### config.mk
export PLATFORM = sky130hd
export DESIGN_NAME = ptm_period_timer
export DESIGN_NICKNAME = d
export VERILOG_FILES = /design/src/design/ptm_pkg.sv /design/src/design/ptm_period_timer.sv
export SDC_FILE = /design/constraint.sdc
export NUM_CORES = 1
export LEC_CHECK = 0
export BUFFER_PORTS_ARGS = -buffer_cell sky130_fd_sc_hd__buf_4
export CORE_UTILIZATION = 35
export CTS_CLUSTER_DIAMETER = 50
export CTS_CLUSTER_SIZE = 10
export DETAILED_ROUTE_END_ITERATION = 7
export MAX_ROUTING_LAYER = met4
export PLACE_DENSITY_LB_ADDON = 0.12
export SYNTH_ARGS = -nofsm -noshare
export SYNTH_HDL_FRONTEND = slang
export SYNTH_SLANG_ARGS = --single-unit
### constraint.sdc
create_clock -name sys_clk -period 2.7 [get_ports sys_clk]
set_input_delay 0.27 -clock sys_clk [delete_from_list [all_inputs] [get_ports sys_clk]]
set_output_delay 0.27 -clock sys_clk [all_outputs]
set_load 0.01 [all_outputs]
### src/design/ptm_pkg.sv
package ptm_pkg;

  // ************************************************************
  // register offsets (byte addresses on the plain port)
  // ************************************************************
  localparam logic [7:0] OFS_EVENT_FLAGS   = 8'h0c;
  localparam logic [7:0] OFS_COUNTER_VALUE = 8'h11;
  localparam logic [7:0] OFS_TIMER_CONTROL = 8'h12;
  localparam logic [7:0] OFS_EVENT_ENABLES = 8'h8c;
  localparam logic [7:0] OFS_PERIOD_LIMIT  = 8'h92;
  localparam logic [7:0] OFS_EVENT_CLEAR   = 8'h0d;

  // ************************************************************
  // reset values and field positions
  // ************************************************************
  localparam logic [7:0] RST_EVENT_FLAGS   = 8'h00;
  localparam logic [7:0] RST_COUNTER_VALUE = 8'h00;
  localparam logic [7:0] RST_TIMER_CONTROL = 8'h00;
  localparam logic [7:0] RST_EVENT_ENABLES = 8'h00;
  localparam logic [7:0] RST_PERIOD_LIMIT  = 8'hff;
  localparam int         MATCH_FLAG_BIT    = 1;
  localparam logic [7:0] CTRL_IMPL_MASK    = 8'h7f;

  // ************************************************************
  // timing: instruction clock is the oscillator divided by four
  // ************************************************************
  localparam int         INSN_CLK_DIV      = 4;
  localparam logic [1:0] INSN_PHASE_LAST   = 2'h3;
  localparam logic [3:0] PRE_LAST_DIV4     = 4'h3;
  localparam logic [3:0] PRE_LAST_DIV16    = 4'hf;

  typedef struct packed {
    logic [3:0] match_divider_select;
    logic       counter_run;
    logic [1:0] input_divider_select;
  } ptm_ctrl_s;

  typedef struct packed {
    logic [7:0] addr;
    logic [7:0] wdata;
    logic       wr;
    logic       rd;
  } ptm_bus_s;

endpackage

### src/design/ptm_period_timer.sv
// What this block does
// - 8-bit read/write counter, reset clears it
// - counter advances on prescaled instruction clock
// - prescale 1:1, 1:4, 1:16 from bits 1:0
// - counter wraps to zero after equalling period
// - 8-bit period register, resets to ffh
// - 4-bit postscaler sets match flag bit 1
// - postscale ratio is match field plus one
// - run bit 2 gates counting
// - counter or control write clears both dividers
// - control write keeps counter value
// - pre-postscaler match pulse goes to serial port
// - control bit 7 reads zero
// - match pulse is shared pwm time base
//
// The plain strobed port is this design's own decision.
`timescale 1ns/1ps
`default_nettype none

module ptm_period_timer (
  input  wire logic       sys_clk,        // 125 mhz oscillator clock
  input  wire logic       nrst,           // synchronous reset, active low
  input  wire logic [7:0] reg_addr,       // register byte address
  input  wire logic [7:0] reg_wdata,      // write data
  input  wire logic       reg_wr,         // write strobe
  input  wire logic       reg_rd,         // read strobe
  output logic      [7:0] reg_rdata,      // read data, cycle after strobe
  output logic            irq,            // level interrupt
  output logic            ssp_match,      // match pulse to serial port
  output logic            pwm_timebase    // match pulse for pwm units
);

  // ************************************************************
  // register bus decode
  // ************************************************************
  ptm_pkg::ptm_bus_s bus;
  assign bus = '{addr: reg_addr, wdata: reg_wdata, wr: reg_wr, rd: reg_rd};

  wire wr_flags  = bus.wr && (bus.addr == ptm_pkg::OFS_EVENT_FLAGS);
  wire wr_clear  = bus.wr && (bus.addr == ptm_pkg::OFS_EVENT_CLEAR);
  wire wr_count  = bus.wr && (bus.addr == ptm_pkg::OFS_COUNTER_VALUE);
  wire wr_ctrl   = bus.wr && (bus.addr == ptm_pkg::OFS_TIMER_CONTROL);
  wire wr_enable = bus.wr && (bus.addr == ptm_pkg::OFS_EVENT_ENABLES);
  wire wr_period = bus.wr && (bus.addr == ptm_pkg::OFS_PERIOD_LIMIT);

  // ************************************************************
  // state
  // ************************************************************
  logic [7:0]        count_r;
  logic [7:0]        period_r;
  ptm_pkg::ptm_ctrl_s ctrl_r;
  logic [7:0]        flags_r;
  logic [7:0]        enables_r;
  logic [1:0]        phase_r;
  logic [3:0]        pre_r;
  logic [3:0]        post_r;
  logic [7:0]        rdata_r;
  logic              irq_r;
  logic              match_r;

  // ************************************************************
  // instruction clock and prescaler
  // ************************************************************
  // phase counter free-runs so the instruction clock is not
  // retimed by register writes, only the prescaler and postscaler are cleared
  wire insn_tick = (phase_r == ptm_pkg::INSN_PHASE_LAST);
  wire div_clear = wr_count || wr_ctrl;

  // upper select bit alone picks 1:16
  wire [3:0] pre_last = ctrl_r.input_divider_select[1] ? ptm_pkg::PRE_LAST_DIV16
                      : ctrl_r.input_divider_select[0] ? ptm_pkg::PRE_LAST_DIV4
                      : 4'h0;
  wire pre_tick  = ctrl_r.counter_run && insn_tick && !div_clear
                   && (pre_r == pre_last);
  wire [3:0] pre_nxt = div_clear ? 4'h0
                     : (ctrl_r.counter_run && insn_tick)
                       ? ((pre_r == pre_last) ? 4'h0 : pre_r + 4'h1)
                       : pre_r;

  // ************************************************************
  // counter, period compare and postscaler
  // ************************************************************
  wire       at_period = (count_r == period_r);
  wire       match     = pre_tick && at_period;
  wire [7:0] count_nxt = wr_count ? bus.wdata
                       : match ? 8'h00
                       : pre_tick ? count_r + 8'h01 : count_r;

  wire       post_done = match && (post_r == ctrl_r.match_divider_select);
  wire [3:0] post_nxt  = div_clear ? 4'h0
                       : post_done ? 4'h0
                       : match ? post_r + 4'h1 : post_r;

  // set wins over a same-cycle clear; software must clear the flag
  wire [7:0] flag_set  = {6'h00, post_done, 1'b0};
  wire [7:0] flags_nxt = (wr_flags ? bus.wdata
                          : wr_clear ? (flags_r & ~bus.wdata) : flags_r)
                         | flag_set;

  // ************************************************************
  // read mux
  // ************************************************************
  wire [7:0] ctrl_rd = {1'b0, ctrl_r};
  wire [7:0] rd_mux  = (bus.addr == ptm_pkg::OFS_EVENT_FLAGS)   ? flags_r
                     : (bus.addr == ptm_pkg::OFS_COUNTER_VALUE) ? count_r
                     : (bus.addr == ptm_pkg::OFS_TIMER_CONTROL) ? ctrl_rd
                     : (bus.addr == ptm_pkg::OFS_EVENT_ENABLES) ? enables_r
                     : (bus.addr == ptm_pkg::OFS_PERIOD_LIMIT)  ? period_r
                     : 8'h00;
  wire [7:0] rdata_nxt = bus.rd ? rd_mux : 8'h00;
  wire       irq_nxt   = |(flags_nxt & enables_r);

  // ************************************************************
  // registers
  // ************************************************************
  // counter: a write wins over a wrap, a wrap over a step
  always_ff @(posedge sys_clk) begin
    if (!nrst) begin
      count_r <= ptm_pkg::RST_COUNTER_VALUE;
    end else begin
      count_r <= count_nxt;
    end
  end

  // control: bit 7 is never stored, so it cannot read back as one
  always_ff @(posedge sys_clk) begin
    if (!nrst) begin
      ctrl_r <= ptm_pkg::RST_TIMER_CONTROL[6:0];
    end else if (wr_ctrl) begin
      ctrl_r <= bus.wdata[6:0];
    end
  end

  // period limit: every reset brings it back to ffh
  always_ff @(posedge sys_clk) begin
    if (!nrst) begin
      period_r <= ptm_pkg::RST_PERIOD_LIMIT;
    end else if (wr_period) begin
      period_r <= bus.wdata;
    end
  end

  // event flags: hardware only ever sets, software clears
  always_ff @(posedge sys_clk) begin
    if (!nrst) begin
      flags_r <= ptm_pkg::RST_EVENT_FLAGS;
    end else begin
      flags_r <= flags_nxt;
    end
  end

  // event enables: plain storage, gates the interrupt only
  always_ff @(posedge sys_clk) begin
    if (!nrst) begin
      enables_r <= ptm_pkg::RST_EVENT_ENABLES;
    end else if (wr_enable) begin
      enables_r <= bus.wdata;
    end
  end

  // instruction phase: free-running so writes never retime the
  // instruction clock; only a reset realigns it
  always_ff @(posedge sys_clk) begin
    if (!nrst) begin
      phase_r <= 2'h0;
    end else begin
      phase_r <= phase_r + 2'h1;
    end
  end

  // prescaler count
  always_ff @(posedge sys_clk) begin
    if (!nrst) begin
      pre_r <= 4'h0;
    end else begin
      pre_r <= pre_nxt;
    end
  end

  // postscaler count
  always_ff @(posedge sys_clk) begin
    if (!nrst) begin
      post_r <= 4'h0;
    end else begin
      post_r <= post_nxt;
    end
  end

  // read data: zero outside the cycle after a read strobe
  always_ff @(posedge sys_clk) begin
    if (!nrst) begin
      rdata_r <= 8'h00;
    end else begin
      rdata_r <= rdata_nxt;
    end
  end

  // interrupt level, registered so the pin never glitches
  always_ff @(posedge sys_clk) begin
    if (!nrst) begin
      irq_r <= 1'b0;
    end else begin
      irq_r <= irq_nxt;
    end
  end

  // registered match pulse; costs one cycle of latency but keeps
  // the serial port and pwm ticks free of decode glitches
  always_ff @(posedge sys_clk) begin
    if (!nrst) begin
      match_r <= 1'b0;
    end else begin
      match_r <= match;
    end
  end

  assign reg_rdata    = rdata_r;
  assign irq          = irq_r;
  assign ssp_match    = match_r;
  assign pwm_timebase = match_r;

  // ************************************************************
  // checks
  // ************************************************************
  chk_wrap_zero: assert property (@(posedge sys_clk) disable iff (!nrst)
    match && !wr_count |=> count_r == 8'h00)
    else $error("counter did not wrap after period match");

  chk_run_hold: assert property (@(posedge sys_clk) disable iff (!nrst)
    !ctrl_r.counter_run && !wr_count |=> count_r == $past(count_r))
    else $error("counter moved while stopped");

  chk_ctrl_keeps: assert property (@(posedge sys_clk) disable iff (!nrst)
    wr_ctrl |=> count_r == $past(count_r) && pre_r == 4'h0 && post_r == 4'h0)
    else $error("control write disturbed counter or dividers");

  chk_count_wr: assert property (@(posedge sys_clk) disable iff (!nrst)
    wr_count |=> count_r == $past(bus.wdata) && pre_r == 4'h0 && post_r == 4'h0)
    else $error("counter write mishandled");

  chk_bit7_zero: assert property (@(posedge sys_clk) disable iff (!nrst)
    $past(bus.rd) && $past(bus.addr) == ptm_pkg::OFS_TIMER_CONTROL |-> !reg_rdata[7])
    else $error("control bit 7 read as one");

  chk_flag_set: assert property (@(posedge sys_clk) disable iff (!nrst)
    post_done |=> flags_r[ptm_pkg::MATCH_FLAG_BIT] ##1 irq || !enables_r[1])
    else $error("match flag not set after postscale");

  chk_flag_sticky: assert property (@(posedge sys_clk) disable iff (!nrst)
    flags_r[1] && !wr_flags && !wr_clear |=> flags_r[1])
    else $error("match flag cleared by hardware");

  chk_div1_fast: assert property (@(posedge sys_clk) disable iff (!nrst)
    ctrl_r == 7'h04 && insn_tick && !bus.wr |=> pre_r == 4'h0)
    else $error("1:1 prescale used a divider count");

  chk_ssp_pulse: assert property (@(posedge sys_clk) disable iff (!nrst)
    match |=> ssp_match ##1 !ssp_match)
    else $error("serial port match pulse wrong");

  // ************************************************************
  // reset checks
  // ************************************************************
  // reset is synchronous, so each check looks one edge later
  chk_reset_count: assert property (@(posedge sys_clk)
    !nrst
    |=> count_r == 8'h00)
    else $error("counter not zero after reset");

  // control must come back off with 1:1 dividers
  chk_reset_ctrl: assert property (@(posedge sys_clk)
    !nrst
    |=> ctrl_r == 7'h00)
    else $error("control not zero after reset");

  // period limit starts at its full range
  chk_reset_period: assert property (@(posedge sys_clk)
    !nrst
    |=> period_r == 8'hff)
    else $error("period limit not ffh after reset");

  // both divider counts start from zero
  chk_reset_divs: assert property (@(posedge sys_clk)
    !nrst
    |=> pre_r == 4'h0 && post_r == 4'h0)
    else $error("divider counts not zero after reset");

  // ************************************************************
  // counter checks
  // ************************************************************
  // the counter only moves on an instruction tick or a write
  chk_tick_only: assert property (@(posedge sys_clk) disable iff (!nrst)
    !insn_tick && !wr_count
    |=> count_r == $past(count_r))
    else $error("counter moved between instruction ticks");

  // below the period an increment adds exactly one
  chk_step_one: assert property (@(posedge sys_clk) disable iff (!nrst)
    pre_tick && !at_period
    |=> count_r == $past(count_r) + 8'h01)
    else $error("counter did not step by one");

  // in 1:4 mode the prescale count never passes three
  chk_pre_bound: assert property (@(posedge sys_clk) disable iff (!nrst)
    ctrl_r.input_divider_select == 2'h1
    |-> pre_r <= ptm_pkg::PRE_LAST_DIV4)
    else $error("prescale count beyond 1:4 range");

  // a stopped timer never produces a match
  chk_match_stops: assert property (@(posedge sys_clk) disable iff (!nrst)
    !ctrl_r.counter_run
    |-> !match)
    else $error("match while timer stopped");

  // a period write lands on the next cycle
  chk_wr_period: assert property (@(posedge sys_clk) disable iff (!nrst)
    wr_period
    |=> period_r == $past(bus.wdata))
    else $error("period limit write lost");

  // nothing but a write changes the period limit
  chk_period_hold: assert property (@(posedge sys_clk) disable iff (!nrst)
    !wr_period
    |=> period_r == $past(period_r))
    else $error("period limit changed without a write");

  // a counter read returns the value at the strobe
  chk_rd_count: assert property (@(posedge sys_clk) disable iff (!nrst)
    $past(bus.rd) && $past(bus.addr) == ptm_pkg::OFS_COUNTER_VALUE
    |-> reg_rdata == $past(count_r))
    else $error("counter read returned wrong value");

  // ************************************************************
  // postscaler and flag checks
  // ************************************************************
  // the postscale count stays inside the selected ratio
  chk_post_bound: assert property (@(posedge sys_clk) disable iff (!nrst)
    1'b1
    |-> post_r <= ctrl_r.match_divider_select)
    else $error("postscale count beyond selected ratio");

  // a completed postscale restarts the count
  chk_post_clear: assert property (@(posedge sys_clk) disable iff (!nrst)
    post_done
    |=> post_r == 4'h0)
    else $error("postscale count not restarted");

  // the flag only rises from a postscale or a direct write
  chk_flag_rise: assert property (@(posedge sys_clk) disable iff (!nrst)
    $rose(flags_r[1])
    |-> $past(post_done) || $past(wr_flags))
    else $error("match flag rose without cause");

  // a clear without a same-cycle set drops the flag
  chk_flag_clear: assert property (@(posedge sys_clk) disable iff (!nrst)
    wr_clear && bus.wdata[1] && !post_done
    |=> !flags_r[1])
    else $error("match flag not cleared by software");

  // an enabled, set flag holds the interrupt up
  chk_irq_level: assert property (@(posedge sys_clk) disable iff (!nrst)
    flags_r[1] && enables_r[1] && $stable(enables_r)
    |-> irq)
    else $error("interrupt low while enabled flag set");

  // ************************************************************
  // match output checks
  // ************************************************************
  // the serial port tick follows a match and nothing else
  chk_ssp_cause: assert property (@(posedge sys_clk) disable iff (!nrst)
    ssp_match
    |-> $past(match))
    else $error("serial port tick without a match");

  // all pwm units see the very same tick as the serial port
  chk_pwm_same: assert property (@(posedge sys_clk) disable iff (!nrst)
    1'b1
    |-> pwm_timebase == ssp_match)
    else $error("pwm time base differs from match tick");

endmodule

`default_nettype wire

Word level (Yosys, flattened, before mapping)
Cells that the tools add are included.
Cells by class
  eq/ne operators: 10
  add/sub/neg operators: 4
  multiplexer cells: 13
  bitwise logic cells: 5
  reduce and logical (&&, ||, !) cells: 18
Operators by type and width (number)
  $mux W8: 10
  $and A8 B8 Y8: 2
  $eq A8 B4 Y1 const B: 2
  $eq A8 B5 Y1 const B: 2
  $eq A8 B8 Y1 const B: 2
  $logic_and A1 B1 Y1: 11
  $add A4 B1 Y4 const B: 2
  $add A8 B1 Y8 const B: 1
  $eq A4 B4 Y1: 2
  $eq A8 B8 Y1: 1
  $mux W4: 2
  $not A8 Y8: 1
  $or A8 B2 Y8: 1
  $reduce_or A8 Y1: 1
  $reduce_bool A3 Y1: 1
  $reduce_or A3 Y1: 1
  $add A2 B1 Y2 const B: 1
  $eq A2 B2 Y1 const B: 1
  $mux W2: 1
  $reduce_and A2 Y1: 1
  $reduce_or A2 Y1: 1
  $logic_not A1 Y1: 1
  $logic_or A1 B1 Y1: 1
  $not A1 Y1: 1
Storage, ports and cells
  input port bits: 20
  output and inout port bits: 11
  word-level logic and storage cells: 63
  register bits after elaboration: 59

Longest topological paths before layout
Gate-level depths: netlist of the first run.
  depth in word-level cells: 11
  depth in mapped cells: 8
  depth with buffers taken out: 7

Worst setup path after synthesis of the first run
OpenSTA, ideal clock, no wires.
  path type: register to register
  from: reg pre_r[0]
  to: reg count_r[5]
  library setup time: 0.074 ns
  data required time: 2.626 ns
  stages on the path, launching flop included: 7
  arrival: 1.916 ns
  path buffers: 0
  slack: 0.710 ns
  clock period less this slack: 1.990 ns
  path through: dfxtp_1 or3_4 a2111oi_4 o21ai_2 nand2b_4 or4_1 a31oi_1
Between the ends
  longest elaborated chain between the ends: 5
  elaborated cells between the ends (all ways): 6
  classes of those cells: eq/ne (1); mux (2); reduce/logical (3)
Ends and longest elaborated chain
  start: declaration: RTL line ptm_period_timer.sv:55  | logic [3:0] pre_r;
  start signal: assignment: RTL line ptm_period_timer.sv:176  | pre_r <= pre_nxt;
  $eq A4 B4 Y1 (*): RTL line ptm_period_timer.sv:74  | && (pre_r == pre_last);
  $logic_and A1 B1 Y1 (*): RTL line ptm_period_timer.sv:74
  $logic_and A1 B1 Y1: RTL line ptm_period_timer.sv:84  | wire match = pre_tick && at_period;
  $mux W8: RTL line ptm_period_timer.sv:86  | : match ? 8'h00
  $mux W8: RTL line ptm_period_timer.sv:85  | wire [7:0] count_nxt = wr_count ? bus.wdata
  end signal: assignment: RTL line ptm_period_timer.sv:119  | count_r <= ptm_pkg::RST_COUNTER_VALUE;
  end signal: assignment: RTL line ptm_period_timer.sv:121  | count_r <= count_nxt;
  end: declaration: RTL line ptm_period_timer.sv:49  | logic [7:0] count_r;
Every way passes the cells marked *; elsewhere a longest branch is shown, timed or not.
A chain may end at the register's enable or synchronous reset.

Worst setup path after layout of the first run
  from: reg count_r[6]
  to: reg post_r[3]
Between the ends
  longest elaborated chain between the ends: 4
Ends and longest elaborated chain
  $eq A8 B8 Y1 (*): RTL line ptm_period_timer.sv:83  | wire at_period = (count_r == period_r);
  $logic_and A1 B1 Y1 (*): RTL line ptm_period_timer.sv:84
  $logic_and A1 B1 Y1: RTL line ptm_period_timer.sv:89  | wire post_done = match && (post_r == ctrl_r.match_divider_select);
  $reduce_or A3 Y1 (no line)
  end signal: assignment: RTL line ptm_period_timer.sv:185  | post_r <= post_nxt;
  end: declaration: RTL line ptm_period_timer.sv:56  | logic [3:0] post_r;
Marked as above.

==> results of run 1 <==
## per-stage QoR
| stage | cells | total power [mW] | utilization, % | area (sq um) | hold slack, ps |
|---|---|---|---|---|---|
| global route | 497 | 1.84 | 43.9 | 3440 | 218 |
| CTS | 497 | 1.78 | 43.9 | 3440 | 216 |
| global placement | 481 | 0.986 | 41.4 | 3250 | 406 |
| detailed placement | 481 | 0.986 | 41.4 | 3250 | 411 |
| finish | 497 | 1.76 | 43.9 | 3440 | 228 |
| floorplan | 355 | 0.933 | - | 2880 | 399 |
## power groups by stage
| stage | logic (mW) | registers (mW) | clock network, mW |
|---|---|---|---|
| CTS | 0.0910 | 0.876 | 0.811 |
| global placement | 0.0905 | 0.895 | 0 |
| global route | 0.0998 | 0.875 | 0.863 |
| detailed placement | 0.0906 | 0.895 | 0 |
| finish | 0.0916 | 0.876 | 0.792 |
| floorplan | 0.0381 | 0.895 | 0 |
## cells in the mapped netlist (2+ instances only)
cell,count,area [sq um]
a31oi_1,5,31.3
nand4_1,2,12.5
nand2_1,56,210
ha_1,4,50.1
and3_1,2,12.5
nor3b_1,2,15.0
dfxtp_1,59,1180
nand3_1,44,220
o31ai_1,3,22.5
nor2_1,19,71.3
or4_1,2,15.0
clkbuf_1,14,52.6
a21boi_0,2,15.0
o211ai_1,5,37.5
a21oi_1,34,170
a222oi_1,4,40.0
nor3_1,9,45.0
a22o_1,3,26.3
o21ai_0,9,45.0
and2_1,6,37.5
inv_1,5,18.8
o2111ai_1,2,17.5
xnor2_1,8,70.1
xor2_1,13,114
nor4_1,3,18.8
a22oi_1,14,105
o21a_1,4,30.0
## final timing paths
path | from | slack [ps] | to | cells past startpoint
max reg2reg | count_r[6]$_SDFFE_PN0P_ | 350 | post_r[3]$_SDFFE_PP0N_ | 5
min reg2reg | phase_r[0]$_SDFF_PN0_ | 420 | phase_r[0]$_SDFF_PN0_ | 1
max | count_r[6]$_SDFFE_PN0P_ | 350 | post_r[3]$_SDFFE_PP0N_ | 5
min | reg_wdata[7] | 230 | enables_r[7]$_SDFFE_PN0P_ | 3
## flip-flops by register name, indices dropped and copies added (netlist names)
| signal | flops |
|---|---|
| count_r | 8 |
| enables_r | 8 |
| flags_r | 8 |
| period_r | 8 |
| reg_rdata | 8 |
| ctrl_r | 7 |
| post_r | 4 |
| pre_r | 4 |
| phase_r | 2 |
| irq | 1 |
| pwm_timebase | 1 |
## cell type report
type                            instances  area share [%]
Timing Repair Buffer                   41            8.94
Clock buffer                           11            4.11
Clock inverter                          5            1.53
Tap cell                              102            3.71
Sequential cell                        59            34.3
Inverter                                7           0.763
Multi-Input combinational cell        272            46.6
## worst max-delay path: cells and delay by family, from the launching register on
| kind | cells | cell delay (ps) |
|---|---|---|
| AND/OR/NAND/NOR | 3 | 1050 |
| XOR/XNOR | 1 | 100 |
| AO/OA/AOI/OAI | 1 | 620 |
| flip-flops | 1 | 450 |
## cells by family (layout without fill, tap and decap cells)
family	Yosys count	in the layout
buffers and inverters	24	64
adder cells (fa/ha/maj)	4	4
XOR/XNOR	21	21
flip-flops	59	59
AND/OR/NAND/NOR	155	155
AO/OA/AOI/OAI	92	92
## layer usage
layer	share of wire (%)	track usage (%)	vias up	routed length [um]
li1	-	-	1358	-
met1	46	29.8	1294	4050
met2	44	33.1	100	3870
met3	7.3	5.50	15	639
met4	1.9	6.03	0	163
met5	0	-	-	0
==> run summary, run 1 <==
Synth Flop Type: dfxtp_1
cts hold-fix bufs: 0
chip width: 92.7 um
Post-CTS Setup Bufs: 0
xor/xnor share of the synthesized area: 6.38%
switching share of total power: 23.2%
final worst path period need: 2350 ps
Clock power frac: 45.0%
vias in the first global route: 2,555
Max rail drop VDD: 0.310 mV
WL/cell: 17.6 um
PwrDens: 511 mW/mm^2
CP Cell Sequence: xor2_1 > nor4_1 > nand2_1 > o31ai_1 > nor2_1
# diodes: 0
async set-or-reset flop fraction in the synthesized netlist: 0%
crit end category: register
Layout area overhead: 19.5%
number of synthesized register bits: 59
first-pass GRT wire length: 14,000 um
Setup violations, final: 0
syn avg cell area: 8.12 sq um
slew margin rel.: 57.2%
initial antenna violation count: 0
Worst Path Required: 2900 ps
setup TNS: 0 ps
Worst path slowest cell: o31ai_1
grt ovf: 0
clk_skew: 7.68 ps
Die Area: 0.00860 sq mm
HPWL after detailed placement: 6150 um
io pins: 31
CTS tree: built
post-synth cell types: 49
clk sinks: 59
vias: 2,767
most frequent cells in the layout: dfxtp_1 (59), nand2_1 (56), nand3_1 (44)
Routed Antenna Nets: 0
status: completed
Final Max Slew Viols: 0
worst slew pin tran: 642 ps
Total GRT Usage: 22.2%
mux contribution to synthesized area: 0%
Int Pwr: 1.35 mW
Static Leak: 1.21 nW
RSZ-0062 raised after global routing: false
number of gates resized after cts: 0
Final nets: 414
Worst path max stage delay: 620 ps
I/O Buffers: 30
number of synthesized flops with an enable pin: 0
Seq/Total Area, Yosys: 41.0%
Initial Util: 36.7%
CORE AREA: 0.00785 sq mm
DR vias/cell: 5.57
Cell Area, Synth: 0.00288 sq mm
hold violation total from the final report: 0
sw power: 0.408 mW
fin crit share: 87.2%
drt drc: 0
synth warn: 0
CTS max path bufs: 2
Synth Net Count: 379
HP Class: input port to register
clk root buf: clkbuf_8
share of cells above drive strength 1: 15.9%
Rows: 32
compound-cell area share of the yosys netlist: 21.5%
largest net degree at the start of global routing: 32
TritonCTS Buffers: 9
clk_lat worst skew: 340 ps
Die H: 92.7 um
area of the multi-input gates: 0.00161 sq mm
number of max-cap violations: 0
Seq pwr share: 49.8%
pre-CTS WS: 382 ps
Mapped Cells: 355
largest fanout on the critical path: 11
Worst setup SP type: register
FF/Latch Area: 0.00118 sq mm
Pre-antenna DRT Iters: 5
Clock transition at path regs: 70 ps
Peak Freq: 425 MHz
Arr. time, crit path: 2560 ps
Adder-Cell Fraction of Synth Area: 1.74%
Routed Wire Length: 8730 um
Comb power frac: 5.2%
RD Place Congestion: 0.920
Worst Slack Setup Final: 345 ps
Simple-Gate Fraction of Synth Area: 26.1%
largest family of logic cells by synthesized area: simple AND/OR/NAND/NOR gates
most common cell after layout, fill and taps aside: dfxtp_1
H-tree depth: 3
Layout fillers: 832
Crit Path Class: register to register
Iteration-0 DRC Markers: 242
Note: power is estimated with default switching activity, not from simulation.
==> run 2, diff against run 1 <==
--- a/config.mk
+++ b/config.mk
@@ -6,6 +6,7 @@
 export NUM_CORES = 1
 export LEC_CHECK = 0
 export BUFFER_PORTS_ARGS = -buffer_cell sky130_fd_sc_hd__buf_4
+export CORE_ASPECT_RATIO = 0.75
 export CORE_UTILIZATION = 35
 export CTS_CLUSTER_DIAMETER = 50
 export CTS_CLUSTER_SIZE = 10
==> run summary, run 2 (synthesis results as in run 1) <==
Layout area overhead: 21.1%
worst slew pin tran: 606 ps (-36.0 ps)
CORE AREA: 0.00792 sq mm (+0.89%)
grt ovf: 0 (unchanged)
CTS max path bufs: 2 (unchanged)
Max rail drop VDD: 0.253 mV (-18%)
DR vias/cell: 5.60 (+0.59%)
Worst Slack Setup Final: 441 ps (+95.7 ps)
number of gates resized after cts: 0 (unchanged)
hold violation total from the final report: 0 (unchanged)
Worst path slowest cell: o31ai_1
Setup violations, final: 0 (unchanged)
final worst path period need: 2260 ps (-95.7 ps)
Iteration-0 DRC Markers: 207 (-14%)
met2 usage: 32.5% (-0.63 points)
Total GRT Usage: 23.9% (+1.7 points)
RD Place Congestion: 0.813 (-12%)
slew margin rel.: 59.2% (+2.0 points)
number of max-cap violations: 0 (unchanged)
Worst Path Required: 2910 ps (about the same)
clk sinks: 59 (unchanged)
Post-CTS Setup Bufs: 0 (unchanged)
Die Area: 0.00860 sq mm (about the same)
initial antenna violation count: 0 (unchanged)
most frequent cells in the layout: dfxtp_1 (59), nand2_1 (56), nand3_1 (44), buf_4 (44), a21oi_1 (34)
Core Util, Final: 44.1% (+0.23 points)
Static Leak: 1.22 nW (+1.4%)
HP Class: input port to register
Worst path max stage delay: 610 ps (about the same)
io pins: 31 (unchanged)
vias in the first global route: 2,649 (+3.7%)
Routed Wire Length: 9040 um (+3.5%)
CP Cell Sequence: xor2_1 > nor4_1 > nand2_1 > o31ai_1 > nor2_1
Die H: 80.6 um (-13%)
Peak Freq: 443 MHz (+4.2%)
Power Total: 1.87 mW (+6.4%)
# diodes: 0 (unchanged)
busiest grt layer: met1
Initial Util: 36.4% (-0.32 points)
clk root buf: clkbuf_8
Routed Antenna Nets: 0 (unchanged)
CTS tree: built
PwrDens: 537 mW/mm^2 (+5.0%)
fin crit share: 83.7% (-3.5 points)
cts hold-fix bufs: 0 (unchanged)
Worst setup SP type: register
Rows: 28 (-13%)
TritonCTS Buffers: 9 (unchanged)
clk_lat worst skew: 350 ps (about the same)
H-tree depth: 3 (unchanged)
Clock transition at path regs: 70 ps (about the same)
Arr. time, crit path: 2470 ps (-90 ps)
Crit Path Class: register to register
setup TNS: 0 ps (unchanged)
met3 Use GR: 5.52% (+0.019 points)
largest net degree at the start of global routing: 29 (-9.4%)
dpl cell area: 0.00327 sq mm (+0.81%)
WL/cell: 18.0 um (+2.3%)
Final Cell Area: 0.00349 sq mm (+1.4%)
Final Max Slew Viols: 0 (unchanged)
first-pass GRT wire length: 14,800 um (+6.0%)
crit end category: register
Final nets: 417 (+0.72%)
most common cell after layout, fill and taps aside: dfxtp_1
M1 GR Usage: 34.9% (+5.1 points)
Pre-antenna DRT Iters: 5 (unchanged)
I/O Buffers: 30 (unchanged)
pre-CTS WS: 429 ps (+47.0 ps)
largest fanout on the critical path: 5 (-6)
drt drc: 0 (unchanged)
chip width: 107 um (+15%)
share of cells above drive strength 1: 16.6% (+0.63 points)
clk_skew: 10.6 ps (+2.92 ps)
Layout fillers: 828 (-0.48%)
HPWL after detailed placement: 6420 um (+4.5%)
status: completed
vias: 2,817 (+1.8%)
RSZ-0062 raised after global routing: false
-- run 2: critical path, delay by kind of cell (launching register included) --
family | cells | cell delay [ps]
xor+xnor | 1 | 100
flops | 1 | 460
simple gates | 3 | 950
compound gates | 1 | 610
-- run 2: final cells by class --
class | instances | area, sq um | area share [%]
Clock buffer | 10 | 128 | 3.66
Clock inverter | 6 | 88.8 | 2.54
Inverter | 7 | 26.3 | 0.753
Multi-Input combinational cell | 272 | 1610 | 46.0
Sequential cell | 59 | 1180 | 33.8
Tap cell | 105 | 131 | 3.76
Timing Repair Buffer | 44 | 330 | 9.46
-- run 2: final timing paths --
| check | startpoint | cells past startpoint | to | slack, ps |
|---|---|---|---|---|
| min | reg_wdata[2] | 3 | period_r[2]$_SDFFE_PN1P_ | 210 |
| max | count_r[6]$_SDFFE_PN0P_ | 5 | post_r[2]$_SDFFE_PP0N_ | 440 |
| max reg2reg | count_r[6]$_SDFFE_PN0P_ | 5 | post_r[2]$_SDFFE_PP0N_ | 440 |
| min reg2reg | phase_r[0]$_SDFF_PN0_ | 1 | phase_r[0]$_SDFF_PN0_ | 440 |
-- run 2: per-layer routing --
layer	part of all wire [%]	vias up	wire length, um
met2	41	104	3690
li1	-	1369	-
met4	1.0	0	94
met3	6.5	11	586
met1	52	1333	4660
met5	0	-	0
-- run 2: metrics by stage --
step	hold slack (ps)	std cells
after floorplan	399	355
after global placement	416	487
after detailed placement	429	487
after CTS	208	503
after global routing	210	503
final	215	503
-- run 2: where the power goes --
part           switching (mW)  internal, mW  total, mW  leakage, nW
clock                   0.382         0.521      0.903        0.103
combinational          0.0621        0.0323     0.0944        0.646
sequential            0.00218         0.873      0.876        0.476
